===== config.mk =====
export PLATFORM = sky130hd
export DESIGN_NAME = ptc_trigger
export DESIGN_NICKNAME = d
export VERILOG_FILES = /design/src/ptc_pkg.sv /design/src/ptc_trigger.sv
export SDC_FILE = /design/constraint.sdc
export NUM_CORES = 1
export LEC_CHECK = 0
export BUFFER_PORTS_ARGS = -buffer_cell sky130_fd_sc_hd__buf_2
export CAP_MARGIN = 20
export CORE_UTILIZATION = 55
export DETAILED_ROUTE_END_ITERATION = 8
export PLACE_DENSITY = 0.7
export SLEW_MARGIN = 30
export SYNTH_ARGS = -nofsm -noshare
export SYNTH_HDL_FRONTEND = slang
export SYNTH_SLANG_ARGS = --single-unit

===== constraint.sdc =====
create_clock -name aclk -period 5.45 [get_ports aclk]
set_clock_uncertainty 0.15 [all_clocks]
set_input_delay 0.545 -clock aclk [delete_from_list [all_inputs] [get_ports aclk]]
set_output_delay 0.545 -clock aclk [all_outputs]
set_load 0.01 [all_outputs]

===== src/ptc_pkg.sv =====
// Constants and types shared by the playback trigger block.
package ptc_pkg;

	// ==============================================================
	// Register map (byte addresses)
	localparam logic [7:0] OFS_CTRL   = 8'h00; // Mode and source.
	localparam logic [7:0] OFS_BBLEN  = 8'h04; // Baseband pass length.
	localparam logic [7:0] OFS_SEGLEN = 8'h08; // Segment length, count.
	localparam logic [7:0] OFS_TRIG   = 8'h0c; // Bus trigger strobes.
	localparam logic [7:0] OFS_STAT   = 8'h10; // Playback state.
	localparam logic [7:0] OFS_IPER   = 8'h14; // Internal trigger period.

	// ==============================================================
	// Field positions
	localparam int CTL_BB_EN  = 0;  // Baseband path enable.
	localparam int CTL_ARB_EN = 1;  // Arbitrary path enable.
	localparam int CTL_BBM    = 2;  // Baseband mode, two bits.
	localparam int CTL_BBS    = 4;  // Baseband source, two bits.
	localparam int CTL_POL    = 6;  // External edge polarity.
	localparam int CTL_ARBM   = 8;  // Arbitrary mode, three bits.
	localparam int CTL_ARBS   = 12; // Arbitrary source, two bits.
	localparam int TRG_BB     = 0;  // Bus trigger for baseband.
	localparam int TRG_ARB    = 1;  // Bus trigger for arbitrary.
	localparam int SEG_NUM    = 16; // Segment count, four bits.

	// ==============================================================
	// Reset values
	localparam logic [31:0] CTRL_RST   = 32'h0000_0040;
	localparam logic [15:0] BBLEN_RST  = 16'h0100;
	localparam logic [19:0] SEGLEN_RST = 20'h4_0100;
	localparam logic [31:0] IPER_RST   = 32'h0000_03e8;

	// ==============================================================
	// Sizes and bus answers
	localparam int         FIFO_DEPTH  = 16;
	localparam int         SMP_W       = 32;
	localparam logic [1:0] RESP_OKAY   = 2'b00;
	localparam logic [1:0] RESP_SLVERR = 2'b10;

	// ==============================================================
	// Types
	typedef enum logic [1:0] {
		BB_CONT, BB_SINGLE, BB_GATE_HI, BB_GATE_LO
	} ptc_bbm_e;
	typedef enum logic [1:0] {
		SRC_KEY, SRC_EXT, SRC_BUS, SRC_INT
	} ptc_src_e;
	typedef enum logic [2:0] {
		ARB_CONT_RT, ARB_IGNORE, ARB_BUFFER, ARB_SINGLE_RT,
		ARB_SEGMENT, ARB_GATE_HI
	} ptc_arbm_e;
	typedef enum logic [1:0] {
		ST_IDLE = 2'b00, ST_PLAY = 2'b01, ST_GATED = 2'b11
	} ptc_state_e;
	typedef struct packed {
		logic [15:0] q; // Quadrature sample.
		logic [15:0] i; // In-phase sample.
	} ptc_smp_s;

endpackage


===== src/ptc_trigger.sv =====
// Playback trigger control with its sample FIFO and register slave.

// ==================================================================
// Sample FIFO
module ptc_fifo
	#(
	parameter int W     = 32,
	parameter int DEPTH = 16
	)
	(
	// Clock and reset.
	input  wire logic         aclk,
	input  wire logic         aresetn,
	// Filling side.
	input  wire logic         in_valid,
	output logic              in_ready,
	input  wire logic [W-1:0] in_data,
	// Draining side.
	output logic              out_valid,
	input  wire logic         out_ready,
	output logic [W-1:0]      out_data
	);
	localparam int AW = $clog2(DEPTH);

	logic [W-1:0]  mem [DEPTH]; // Storage; depth is a power of two.
	logic [AW-1:0] wr_ptr_reg;  // Next slot to fill.
	logic [AW-1:0] rd_ptr_reg;  // Oldest stored word.
	logic [AW:0]   cnt_reg;     // Words held.
	wire           push = in_valid && in_ready;
	wire           pop  = out_valid && out_ready;

	assign in_ready  = (cnt_reg != (AW+1)'(DEPTH));
	assign out_valid = (cnt_reg != '0);
	assign out_data  = mem[rd_ptr_reg];

	// Pointers wrap naturally because the depth is a power of two.
	always_ff @(posedge aclk)
	begin
		if (!aresetn)
		begin
			wr_ptr_reg <= '0;
			rd_ptr_reg <= '0;
			cnt_reg    <= '0;
		end
		else
		begin
			wr_ptr_reg <= wr_ptr_reg + AW'(push);
			rd_ptr_reg <= rd_ptr_reg + AW'(pop);
			cnt_reg    <= cnt_reg + (AW+1)'(push) - (AW+1)'(pop);
		end
	end

	// Storage needs no reset.
	always_ff @(posedge aclk)
	begin
		if (push)
			mem[wr_ptr_reg] <= in_data;
	end
endmodule

// ==================================================================
// Trigger control top
module ptc_trigger
	import ptc_pkg::*;
	(
	// Clock and reset.
	input  wire logic        aclk,
	input  wire logic        aresetn,
	// Register bus, write side.
	input  wire logic [7:0]  awaddr,
	input  wire logic        awvalid,
	output logic             awready,
	input  wire logic [31:0] wdata,
	input  wire logic [3:0]  wstrb,
	input  wire logic        wvalid,
	output logic             wready,
	output logic [1:0]       bresp,
	output logic             bvalid,
	input  wire logic        bready,
	// Register bus, read side.
	input  wire logic [7:0]  araddr,
	input  wire logic        arvalid,
	output logic             arready,
	output logic [31:0]      rdata,
	output logic [1:0]       rresp,
	output logic             rvalid,
	input  wire logic        rready,
	// Trigger inputs.
	input  wire logic        key_press,
	input  wire logic        ext_trig,
	// Sample stream in.
	input  wire logic        s_valid,
	output logic             s_ready,
	input  wire ptc_smp_s    s_data,
	// Sample stream out.
	output logic             out_valid,
	output ptc_smp_s         out_smp,
	output logic [3:0]       seg_index
	);

	// Merges written bytes into an old register value.
	function automatic logic [31:0] merge(
		input logic [31:0] old,
		input logic [31:0] val,
		input logic [3:0]  strb
	);
		logic [31:0] res;
		res = old;
		for (int b = 0; b < 4; b++)
			if (strb[b])
				res[8*b +: 8] = val[8*b +: 8];
		return res;
	endfunction

	// ==============================================================
	// Register slave
	logic        aw_hold_reg;  // Write address held.
	logic        w_hold_reg;   // Write data held.
	logic [7:0]  wr_addr_reg;  // Held write address.
	logic [31:0] wdata_reg;    // Held write data.
	logic [3:0]  wstrb_reg;    // Held byte enables.
	logic        bvalid_reg;   // Write answer pending.
	logic [1:0]  bresp_reg;    // Write answer code.
	logic        rvalid_reg;   // Read answer pending.
	logic [31:0] rdata_reg;    // Read answer data.
	logic [1:0]  rresp_reg;    // Read answer code.
	logic [31:0] ctrl_reg;     // Modes and sources.
	logic [15:0] bblen_reg;    // Baseband samples per pass.
	logic [19:0] seglen_reg;   // Segment length and count.
	logic [31:0] iper_reg;     // Internal trigger period.
	logic [1:0]  bus_trig_reg; // One-cycle bus triggers.
	logic [31:0] rd_val;       // Decoded read value.
	logic        rd_hit;       // Read address is mapped.
	logic [31:0] stat_val;     // Status word.

	assign awready = !aw_hold_reg && !bvalid_reg;
	assign wready  = !w_hold_reg && !bvalid_reg;
	assign bvalid  = bvalid_reg;
	assign bresp   = bresp_reg;
	assign arready = !rvalid_reg;
	assign rvalid  = rvalid_reg;
	assign rdata   = rdata_reg;
	assign rresp   = rresp_reg;

	wire do_wr    = aw_hold_reg && w_hold_reg && !bvalid_reg;
	wire wr_ctrl  = do_wr && (wr_addr_reg == OFS_CTRL);
	wire wr_bblen = do_wr && (wr_addr_reg == OFS_BBLEN);
	wire wr_seg   = do_wr && (wr_addr_reg == OFS_SEGLEN);
	wire wr_trig  = do_wr && (wr_addr_reg == OFS_TRIG);
	wire wr_iper  = do_wr && (wr_addr_reg == OFS_IPER);
	wire wr_hit   = wr_ctrl || wr_bblen || wr_seg || wr_trig
		|| wr_iper || (wr_addr_reg == OFS_STAT);
	wire [31:0] ctrl_v  = merge(ctrl_reg, wdata_reg, wstrb_reg);
	wire [31:0] bblen_v = merge({16'h0, bblen_reg}, wdata_reg,
		wstrb_reg);
	wire [31:0] seg_v   = merge({12'h0, seglen_reg}, wdata_reg,
		wstrb_reg);
	wire [31:0] iper_v  = merge(iper_reg, wdata_reg, wstrb_reg);

	// Address and data are taken in either order, then written.
	always_ff @(posedge aclk)
	begin
		if (!aresetn)
		begin
			aw_hold_reg <= 1'b0;
			w_hold_reg  <= 1'b0;
			wr_addr_reg <= '0;
			wdata_reg   <= '0;
			wstrb_reg   <= '0;
			bvalid_reg  <= 1'b0;
			bresp_reg   <= RESP_OKAY;
		end
		else
		begin
			if (awvalid && awready)
			begin
				aw_hold_reg <= 1'b1;
				wr_addr_reg <= awaddr;
			end
			else if (do_wr)
				aw_hold_reg <= 1'b0;
			if (wvalid && wready)
			begin
				w_hold_reg <= 1'b1;
				wdata_reg  <= wdata;
				wstrb_reg  <= wstrb;
			end
			else if (do_wr)
				w_hold_reg <= 1'b0;
			if (do_wr)
			begin
				bvalid_reg <= 1'b1;
				bresp_reg  <= wr_hit ? RESP_OKAY : RESP_SLVERR;
			end
			else if (bready)
				bvalid_reg <= 1'b0;
		end
	end

	// Configuration registers; the status word is read-only.
	always_ff @(posedge aclk)
	begin
		if (!aresetn)
		begin
			ctrl_reg     <= CTRL_RST;
			bblen_reg    <= BBLEN_RST;
			seglen_reg   <= SEGLEN_RST;
			iper_reg     <= IPER_RST;
			bus_trig_reg <= 2'b00;
		end
		else
		begin
			if (wr_ctrl)
				ctrl_reg <= ctrl_v;
			if (wr_bblen)
				bblen_reg <= bblen_v[15:0];
			if (wr_seg)
				seglen_reg <= seg_v[19:0];
			if (wr_iper)
				iper_reg <= iper_v;
			bus_trig_reg <= (wr_trig && wstrb_reg[0])
				? wdata_reg[1:0] : 2'b00;
		end
	end

	// Read address decode.
	always_comb
	begin
		rd_hit = 1'b1;
		if (araddr == OFS_CTRL)
			rd_val = ctrl_reg;
		else if (araddr == OFS_BBLEN)
			rd_val = {16'h0, bblen_reg};
		else if (araddr == OFS_SEGLEN)
			rd_val = {12'h0, seglen_reg};
		else if (araddr == OFS_TRIG)
			rd_val = '0;
		else if (araddr == OFS_STAT)
			rd_val = stat_val;
		else if (araddr == OFS_IPER)
			rd_val = iper_reg;
		else
		begin
			rd_val = '0;
			rd_hit = 1'b0;
		end
	end

	// Read answer one cycle after the address is taken.
	always_ff @(posedge aclk)
	begin
		if (!aresetn)
		begin
			rvalid_reg <= 1'b0;
			rdata_reg  <= '0;
			rresp_reg  <= RESP_OKAY;
		end
		else if (arvalid && arready)
		begin
			rvalid_reg <= 1'b1;
			rdata_reg  <= rd_val;
			rresp_reg  <= rd_hit ? RESP_OKAY : RESP_SLVERR;
		end
		else if (rready)
			rvalid_reg <= 1'b0;
	end

	// ==============================================================
	// Trigger selection
	ptc_state_e  state_reg, state_next; // Playback state.
	logic [15:0] pos_reg, pos_next;     // Sample within the pass.
	logic        pend_reg;              // Buffered retrigger.
	logic [3:0]  seg_reg;               // Current segment.
	logic        ext_q_reg;             // Last external level.
	logic [31:0] int_cnt_reg;           // Internal trigger timer.
	logic        f_valid;               // FIFO holds a sample.
	ptc_smp_s    f_data;                // FIFO head sample.
	logic        trig;                  // Selected trigger event.

	wire        bb_en   = ctrl_reg[CTL_BB_EN];
	wire        arb_sel = ctrl_reg[CTL_ARB_EN];
	wire        run_en  = bb_en || arb_sel;
	wire ptc_bbm_e  bbm  = ptc_bbm_e'(ctrl_reg[CTL_BBM +: 2]);
	wire ptc_arbm_e arbm = ptc_arbm_e'(ctrl_reg[CTL_ARBM +: 3]);
	wire        bb_gate  = !arb_sel && (bbm == BB_GATE_HI
		|| bbm == BB_GATE_LO);
	wire        arb_gate = arb_sel && (arbm == ARB_GATE_HI);
	wire        gate_mode = bb_gate || arb_gate;
	wire        gate_lo   = bb_gate && (bbm == BB_GATE_LO);
	wire        gate_open = gate_lo ? !ext_trig : ext_trig;
	wire        cont = !arb_sel && (bbm == BB_CONT);
	wire        wrap = cont || gate_mode;
	wire ptc_src_e src = gate_mode ? SRC_EXT : ptc_src_e'(arb_sel
		? ctrl_reg[CTL_ARBS +: 2] : ctrl_reg[CTL_BBS +: 2]);
	wire        ext_lvl  = ctrl_reg[CTL_POL] ? ext_trig : !ext_trig;
	wire        ext_rise = ext_lvl && !ext_q_reg;
	// A shortened period must not leave the timer above its end point.
	wire        int_ev   = (int_cnt_reg >= iper_reg - 32'h1);
	wire        bus_ev   = arb_sel ? bus_trig_reg[TRG_ARB]
		: bus_trig_reg[TRG_BB];
	wire [15:0] len      = arb_sel ? seglen_reg[15:0] : bblen_reg;
	wire [3:0]  nseg     = seglen_reg[SEG_NUM +: 4];

	// Source multiplexer; baseband has no internal source.
	always_comb
	begin
		case (src)
		SRC_KEY: trig = key_press;
		SRC_EXT: trig = ext_rise;
		SRC_BUS: trig = bus_ev;
		default: trig = arb_sel && int_ev;
		endcase
		trig = trig && run_en;
	end

	// ==============================================================
	// Playback
	wire play_now = (state_reg == ST_PLAY) && run_en
		&& !(gate_mode && !gate_open);
	wire pop      = play_now && f_valid;
	wire last     = pop && (pos_reg == len - 16'h1);
	wire restart  = trig && arb_sel && (arbm == ARB_CONT_RT
		|| arbm == ARB_SINGLE_RT);
	wire buf_mode = arb_sel && (arbm == ARB_BUFFER);
	wire pend_set = buf_mode && trig && (state_reg != ST_IDLE);
	wire start    = (state_reg == ST_IDLE) && (state_next == ST_PLAY);

	ptc_fifo #(.W(SMP_W), .DEPTH(FIFO_DEPTH)) u_fifo (
		.aclk      (aclk),
		.aresetn   (aresetn),
		.in_valid  (s_valid),
		.in_ready  (s_ready),
		.in_data   (s_data),
		.out_valid (f_valid),
		.out_ready (pop),
		.out_data  (f_data)
	);

	// Next state; triggers in baseband single, arbitrary ignore and segment modes are ignored while playing.
	always_comb
	begin
		state_next = state_reg;
		pos_next   = pos_reg;
		if (pop)
			pos_next = last ? '0 : pos_reg + 16'h1;
		case (state_reg)
		ST_IDLE:
		begin
			pos_next = '0;
			if (run_en && (gate_mode ? gate_open
				: (cont || trig || pend_reg)))
				state_next = ST_PLAY;
		end
		ST_PLAY:
		begin
			if (!run_en)
				state_next = ST_IDLE;
			else if (gate_mode && !gate_open)
				state_next = ST_GATED;
			else if (restart)
				pos_next = '0;
			else if (last && !wrap && !pend_reg)
				state_next = ST_IDLE;
		end
		ST_GATED:
		begin
			if (!run_en)
				state_next = ST_IDLE;
			else if (gate_open)
				state_next = ST_PLAY;
		end
		default: state_next = ST_IDLE;
		endcase
	end

	// Playback registers; a new buffered trigger beats its clear.
	always_ff @(posedge aclk)
	begin
		if (!aresetn)
		begin
			state_reg   <= ST_IDLE;
			pos_reg     <= '0;
			pend_reg    <= 1'b0;
			seg_reg     <= '0;
			ext_q_reg   <= 1'b0;
			int_cnt_reg <= '0;
		end
		else
		begin
			state_reg   <= state_next;
			pos_reg     <= pos_next;
			pend_reg    <= pend_set
				|| (pend_reg && run_en && !last && !start);
			ext_q_reg   <= ext_lvl;
			int_cnt_reg <= int_ev ? '0 : int_cnt_reg + 32'h1;
			if (last && arb_sel)
				seg_reg <= (seg_reg >= nseg - 4'h1)
					? '0 : seg_reg + 4'h1;
		end
	end

	// Output samples; zero whenever nothing is played.
	always_ff @(posedge aclk)
	begin
		if (!aresetn)
		begin
			out_valid <= 1'b0;
			out_smp   <= '0;
		end
		else
		begin
			out_valid <= pop;
			out_smp   <= pop ? f_data : '0;
		end
	end

	assign seg_index = seg_reg;
	assign stat_val  = {state_reg, pend_reg, 9'h0, seg_reg, pos_reg};
endmodule


Yosys cells after proc, flatten, opt, wreduce, memory -nomap -nowiden

Memories as Yosys holds them, arrays and structs flattened. A register that Yosys moved wholly into a read port is not among the register bits.
Index checks and enable logic that the tools add are counted.

Register bits: 256
Bits in writable memories: 512
Input bits: 94
Output and inout bits: 79
Word-level logic and storage cells: 211
Memories: 1

Memory list:

| memory     | depth | bits a word | rd ports | clocked after Yosys merged registers in | write ports | RTL line          | text |
|---|---|---|---|---|---|---|---|
| u_fifo.mem | 16    | 32          | 1        | 1                                       | 1           | ptc_trigger.sv:25 | `logic [W-1:0] mem [DEPTH];` |

Add/sub/neg operators: 10
$lt $le $gt $ge: 2
Equal/unequal tests: 22
Multiplexer cells: 46
Bitwise gates (word level): 1
Reduce and logical (&&, ||, !) cells: 95

Operators by type and width:

| kind                    | number |
|---|---|
| $mux W32                | 6 |
| $mux W16                | 6 |
| $logic_and A1 B1 Y1     | 40 |
| $add A32 B1 Y32 const B | 1 |
| $eq A8 B4 Y1 const B    | 4 |
| $eq A8 B5 Y1 const B    | 4 |
| $ge A32 B32 Y1          | 1 |
| $pmux W16 S2            | 1 |
| $sub A32 B1 Y32 const B | 1 |
| $reduce_and A2 Y1       | 15 |
| $mux W2                 | 11 |
| $mux W1                 | 19 |
| $add A16 B1 Y16 const B | 1 |
| $eq A16 B16 Y1          | 1 |
| $eq A8 B3 Y1 const B    | 2 |
| $logic_not A8 Y1        | 2 |
| $sub A16 B1 Y16 const B | 1 |
| $logic_not A1 Y1        | 14 |
| $logic_or A1 B1 Y1      | 13 |
| $reduce_bool A2 Y1      | 5 |
| $add A4 B1 Y4           | 2 |
| $eq A2 B2 Y1 const B    | 4 |
| $eq A2 B1 Y1 const B    | 3 |
| $eq A3 B2 Y1 const B    | 2 |
| 15 further kinds        | 17 |

Depth between registers and ports, before layout

Word-level depth: 23
Mapped depth: 18
Depth with buffers taken out: 17

Hierarchy

A second synthesis with hierarchy kept.

Cell total of the unflattened synthesis: 2480
Area total of the unflattened synthesis: 33017.9 µm²

Modules (own cells, without submodules):

| module      | instances | cells an instance | area an instance (µm²) | sequential area each (µm²) |
|---|---|---|---|---|
| ptc_fifo    | 1         | 870               | 19861.5                | 15635.0 |
| ptc_trigger | 1         | 1610              | 13156.4                | 5465.2 |

Worst setup path after synthesis

OpenSTA, ideal clock, no wires.

Kind: register to register
Start point: reg iper_reg[7]
End point: reg pos_reg[10]
Setup time: 0.078 ns
Arrival: 4.382 ns
Data required time: 5.222 ns
Slack: 0.840 ns
Cell stages (with the launch flop): 17
Buffers on the path: 2
Clock period less this slack: 4.610 ns
Cells stage by stage: dfxtp_1 -> or4_1 -> or4_1 -> or4_1 -> clkbuf_1 -> nor3b_1 -> nand2_1 -> xor2_1 -> ha_1 -> nand4_1 -> nor3_1 -> a211oi_1 -> nand3_1 -> o21ai_0 -> nand2_1 -> clkbuf_1 -> nor3_1

Word-level cells in the longest chain between the ends: 11

Ends and longest elaborated chain:

| what                             | RTL line           | text |
|---|---|---|
| start, declared                  | ptc_trigger.sv:130 | `logic [31:0] iper_reg;` |
| start signal, assigned           | ptc_trigger.sv:220 | `iper_reg <= iper_v;` |
| $sub A32 B1 Y32                  | ptc_trigger.sv:298 | `wire int_ev = (int_cnt_reg >= iper_reg - 32'h1);` |
| $ge A32 B32 Y1                   | ptc_trigger.sv:298 |  |
| $logic_and A1 B1 Y1              | ptc_trigger.sv:311 | `default: trig = arb_sel && int_ev;` |
| $pmux W1 S3                      | ptc_trigger.sv:307 | `case (src)` |
| $logic_and A1 B1 Y1              | ptc_trigger.sv:313 | `trig = trig && run_en;` |
| $logic_and A1 B1 Y1 (2 in a row) | ptc_trigger.sv:322 | `wire restart = trig && arb_sel && (arbm == ARB_CONT_RT` |
| $mux W16                         | ptc_trigger.sv:360 | `else if (restart)` |
| $mux W16                         | ptc_trigger.sv:358 | `else if (gate_mode && !gate_open)` |
| $mux W16                         | ptc_trigger.sv:356 | `if (!run_en)` |
| $pmux W16 S2                     | ptc_trigger.sv:346 | `case (state_reg)` |
| end signal, assigned             | ptc_trigger.sv:391 | `pos_reg <= pos_next;` |
| end, declared                    | ptc_trigger.sv:271 | `logic [15:0] pos_reg, pos_next;` |

No other way between the ends.
A chain may end at the register's enable or synchronous reset.

Final worst setup path

Start point: reg iper_reg[7]
End point: reg pos_reg[14]

The elaborated chain is that of the path after synthesis.

==> impl_metrics.json <==
{
  "rsz0062_at_grt": "no",
  "grt_pass1_wl_um": 125000,
  "yosysWarnings": 0,
  "netlist-cell-type-count": 76,
  "cp_num_buf_inv": 1,
  "antenna_left": 0,
  "violations": "DRC",
  "start_util_pct": 55.8,
  "hold_class": "input pin to register",
  "slowest_delay_ns": 0.61,
  "core_um2": 59100,
  "leakage_nw": 13.0,
  "via_per_inst": 6.17,
  "synth_cells": 2396,
  "path_max_fanout": 14,
  "totalWireLength_um": 83900,
  "async_reset_ff_share_pct": 0,
  "worstHoldEndpoint": "wr_addr_reg[0]$_SDFFE_PN0P_",
  "path_common_cell": "or4_1",
  "maxCapViolCount": 0,
  "status": "finished, violations left",
  "cts_sinks": 798,
  "crit_family": "simple AND/OR/NAND/NOR gates",
  "synthFlopType": "edfxtp_1",
  "synth.avg_cell_area_um2": 13.8,
  "cp.arrival_ns": 5.45,
  "dr.first_iter.drc_count": 2120,
  "synth-seq-area-share_pct": 63.9,
  "tightest_slew_ns": 1.00,
  "htree_levels": 3,
  "pre_cts_ws_ns": 0.317,
  "slew_headroom_pct": 33.3,
  "drive_gt1_share_pct": 20.8,
  "overflow": 0,
  "vias": 21200,
  "hold_ws_ns": 0.0327,
  "ff2ff_path_depth": 15,
  "grt_max_degree": 115,
  "dieArea_um2": 61000,
  "grt.total_usage_pct": 27.7,
  "whs_path_depth": 3,
  "gp_congestion": 0.926,
  "hpwlAfterDp_um": 50300,
  "clk_pin_slew_worst_paths_ns": 0.07,
  "grt_pass1_vias": 21000,
  "hold_viol": 0,
  "syn_to_final_growth_pct": 15.3,
  "endpoint_kind": "register",
  "start_kind": "register",
  "p_per_area_nw_per_um2": 346,
  "min_period_ns": 5.07,
  "drv_slew": 0,
  "irDropWorstVdd_uv": 322,
  "mappedNetlistArea_um2": 33000,
  "setup_viol": 0,
  "max_freq_mhz": 197,
  "io_pins": 173,
  "synth_area_leaders": "edfxtp_1, dfxtp_1, mux4_2",
  "antenna_found_initial": 4,
  "clock_latency_ns": 0.64,
  "die_y_um": 247,
  "r2r_end": "pos_reg[14]$_SDFF_PN0_",
  "yosys.area.top_type_share_pct": 46.6,
  "path_cells": "or4_1, or4_1, or4_1, nor3b_2, nand2_1, xor2_1, ha_1, nand4_1, nor3_1, a211oi_1, nand3_1, o21ai_0, buf_4, nand2_1, nor3_1",
  "clockBufferDepth": 3,
  "port_buffers": 170,
  "r2r_slack_ns": 0.38,
  "crit_type": "register to register",
  "largest_reg_flops": 512,
  "cts_tree": "done",
  "fin_ws_ns": 0.385,
  "nets": 2738,
  "drc_errors": 32,
  "regMostFlops": "u_fifo.mem",
  "setup_tns_ns": 0,
  "yosys.area.top_type": "edfxtp_1",
  "drtPass1Iterations": 9,
  "r2r_start": "iper_reg[7]$_SDFFE_PN1P_",
  "min-delay-start": "awaddr[0]",
  "synth-edff-count": 512,
  "synth_seq_cells": 798,
  "finalCritPeriodShare_pct": 92.9,
  "root_buffer": "clkbuf_16",
  "fp.dieW_um": 247,
  "cp.required_ns": 5.83,
  "postCtsSetupBuffers": 0,
  "wl_per_cell_um": 24.4,
  "num_rows": 89,
  "cp_slowest_cell": "or4_1",
  "cts_buffers": 82
}
==> synthesized netlist by cell type, drive strengths merged (5+ instances only) <==
cell type	instances
edfxtp	512
nand2	298
dfxtp	286
mux4	160
a21oi	157
nor2	135
clkbuf	108
nand3	82
xnor2	65
nor3	63
ha	52
xor2	43
mux2i	42
and3	40
buf	31
inv	31
nor4	23
nand4	22
o21ai	22
and2	21
o211ai	17
a221oi	16
a21o	14
a211oi	13
nor3b	12
a222oi	11
and4	10
nand2b	9
or4	9
mux2	8
nand3b	8
nor2b	8
o22ai	7
a22oi	6
nand4b	5
nor4b	5
or3	5
==> worst min-delay path, delay by kind of cell <==
family / cells / cell delay, ns
compound gates: 1 / 0.05
simple gates: 1 / 0.05
buf+inv: 1 / 0.10
==> placed cells by master (no fill, tap or decap), types with 14 or more instances in the layout <==
cell	count
edfxtp_1	512
nor2_1	123
clkbuf_1	21
dfxtp_1	281
ha_1	52
dlygate4sd3_1	33
o21ai_0	22
mux2i_1	42
buf_4	40
o211ai_1	17
xor2_1	43
clkbuf_8	14
mux4_2	160
nor4_1	22
nand2_1	298
a221oi_1	16
nand3_1	82
a21oi_1	157
a21o_1	14
buf_2	170
clkbuf_16	83
inv_1	30
nor3_1	56
xnor2_1	65
and3_1	39
nand4_1	22
and2_1	20
==> kinds of logic (layout without fill, tap and decap cells) <==
logic type	Yosys count	after routing	synth area share, %
buffers and inverters	170	434	2.09
DFF	798	798	63.9
adders and majority gates	53	53	2.03
xor gates and xnor gates	108	108	2.87
and+or+nand+nor	765	765	11.1
other	1	3	0.0114
AOI/OAI and AO/OA	291	291	5.54
muxes	210	210	12.5
==> stage by stage <==
step	instance area (um^2)	std cells	power [mW]	utilization (%)
floorplan	33000	2397	7.12	-
global placement	34800	3244	7.36	58.8
detailed placement	34800	3245	7.39	58.8
CTS	38000	3430	13.2	64.2
global route	38100	3435	13.6	64.4
finish	38100	3435	13.2	64.4
==> layout make-up <==
class,count,area [um^2]
diodes,1,2.50
clock buffers,118,2350
clock inverters,36,529
fillers,4166,21100
inverters,31,121
multi-input cells,1429,11400
flip-flops and latches,798,21100
well taps,773,967
repair buffers,249,1610
==> report_power, final <==
part           internal [mW]  total [mW]  switching (mW)
clock                   3.47        5.87            2.40
combinational          0.240       0.625           0.385
sequential              6.58        6.67          0.0846
==> layer usage <==
layer  vias to the layer above  global-route usage [%]  part of all wire (%)  wire, um
met1                     10600                    34.3                    39     32600
met5                         -                       0                 0.093        78
met2                       862                    47.7                    51     42400
met3                       223                    5.36                   6.9      5800
met4                         6                    11.0                   3.7      3100
li1                       9461                       -                     -         -
==> how the worst max path moves through the flow <==
stage                                   from                     end  depth (start not counted)
floorplan           iper_reg[7]$_SDFFE_PN1P_  pos_reg[10]$_SDFF_PN0_                         16
global placement    iper_reg[7]$_SDFFE_PN1P_  pos_reg[10]$_SDFF_PN0_                         15
detailed placement  iper_reg[7]$_SDFFE_PN1P_  pos_reg[14]$_SDFF_PN0_                         15
CTS                 iper_reg[0]$_SDFFE_PN0P_  pos_reg[14]$_SDFF_PN0_                         18
global route        iper_reg[7]$_SDFFE_PN1P_  pos_reg[14]$_SDFF_PN0_                         15
finish              iper_reg[7]$_SDFFE_PN1P_  pos_reg[14]$_SDFF_PN0_                         15
==> repair_timing <==
item                                    4_1_cts  5_1_grt
hold buffers                                 31        2
endpoints found under the setup margin        0       14
resized for setup                             0        3
hold endpoints to repair                     31        2
No activity file was read; power rests on OpenSTA's default activity.
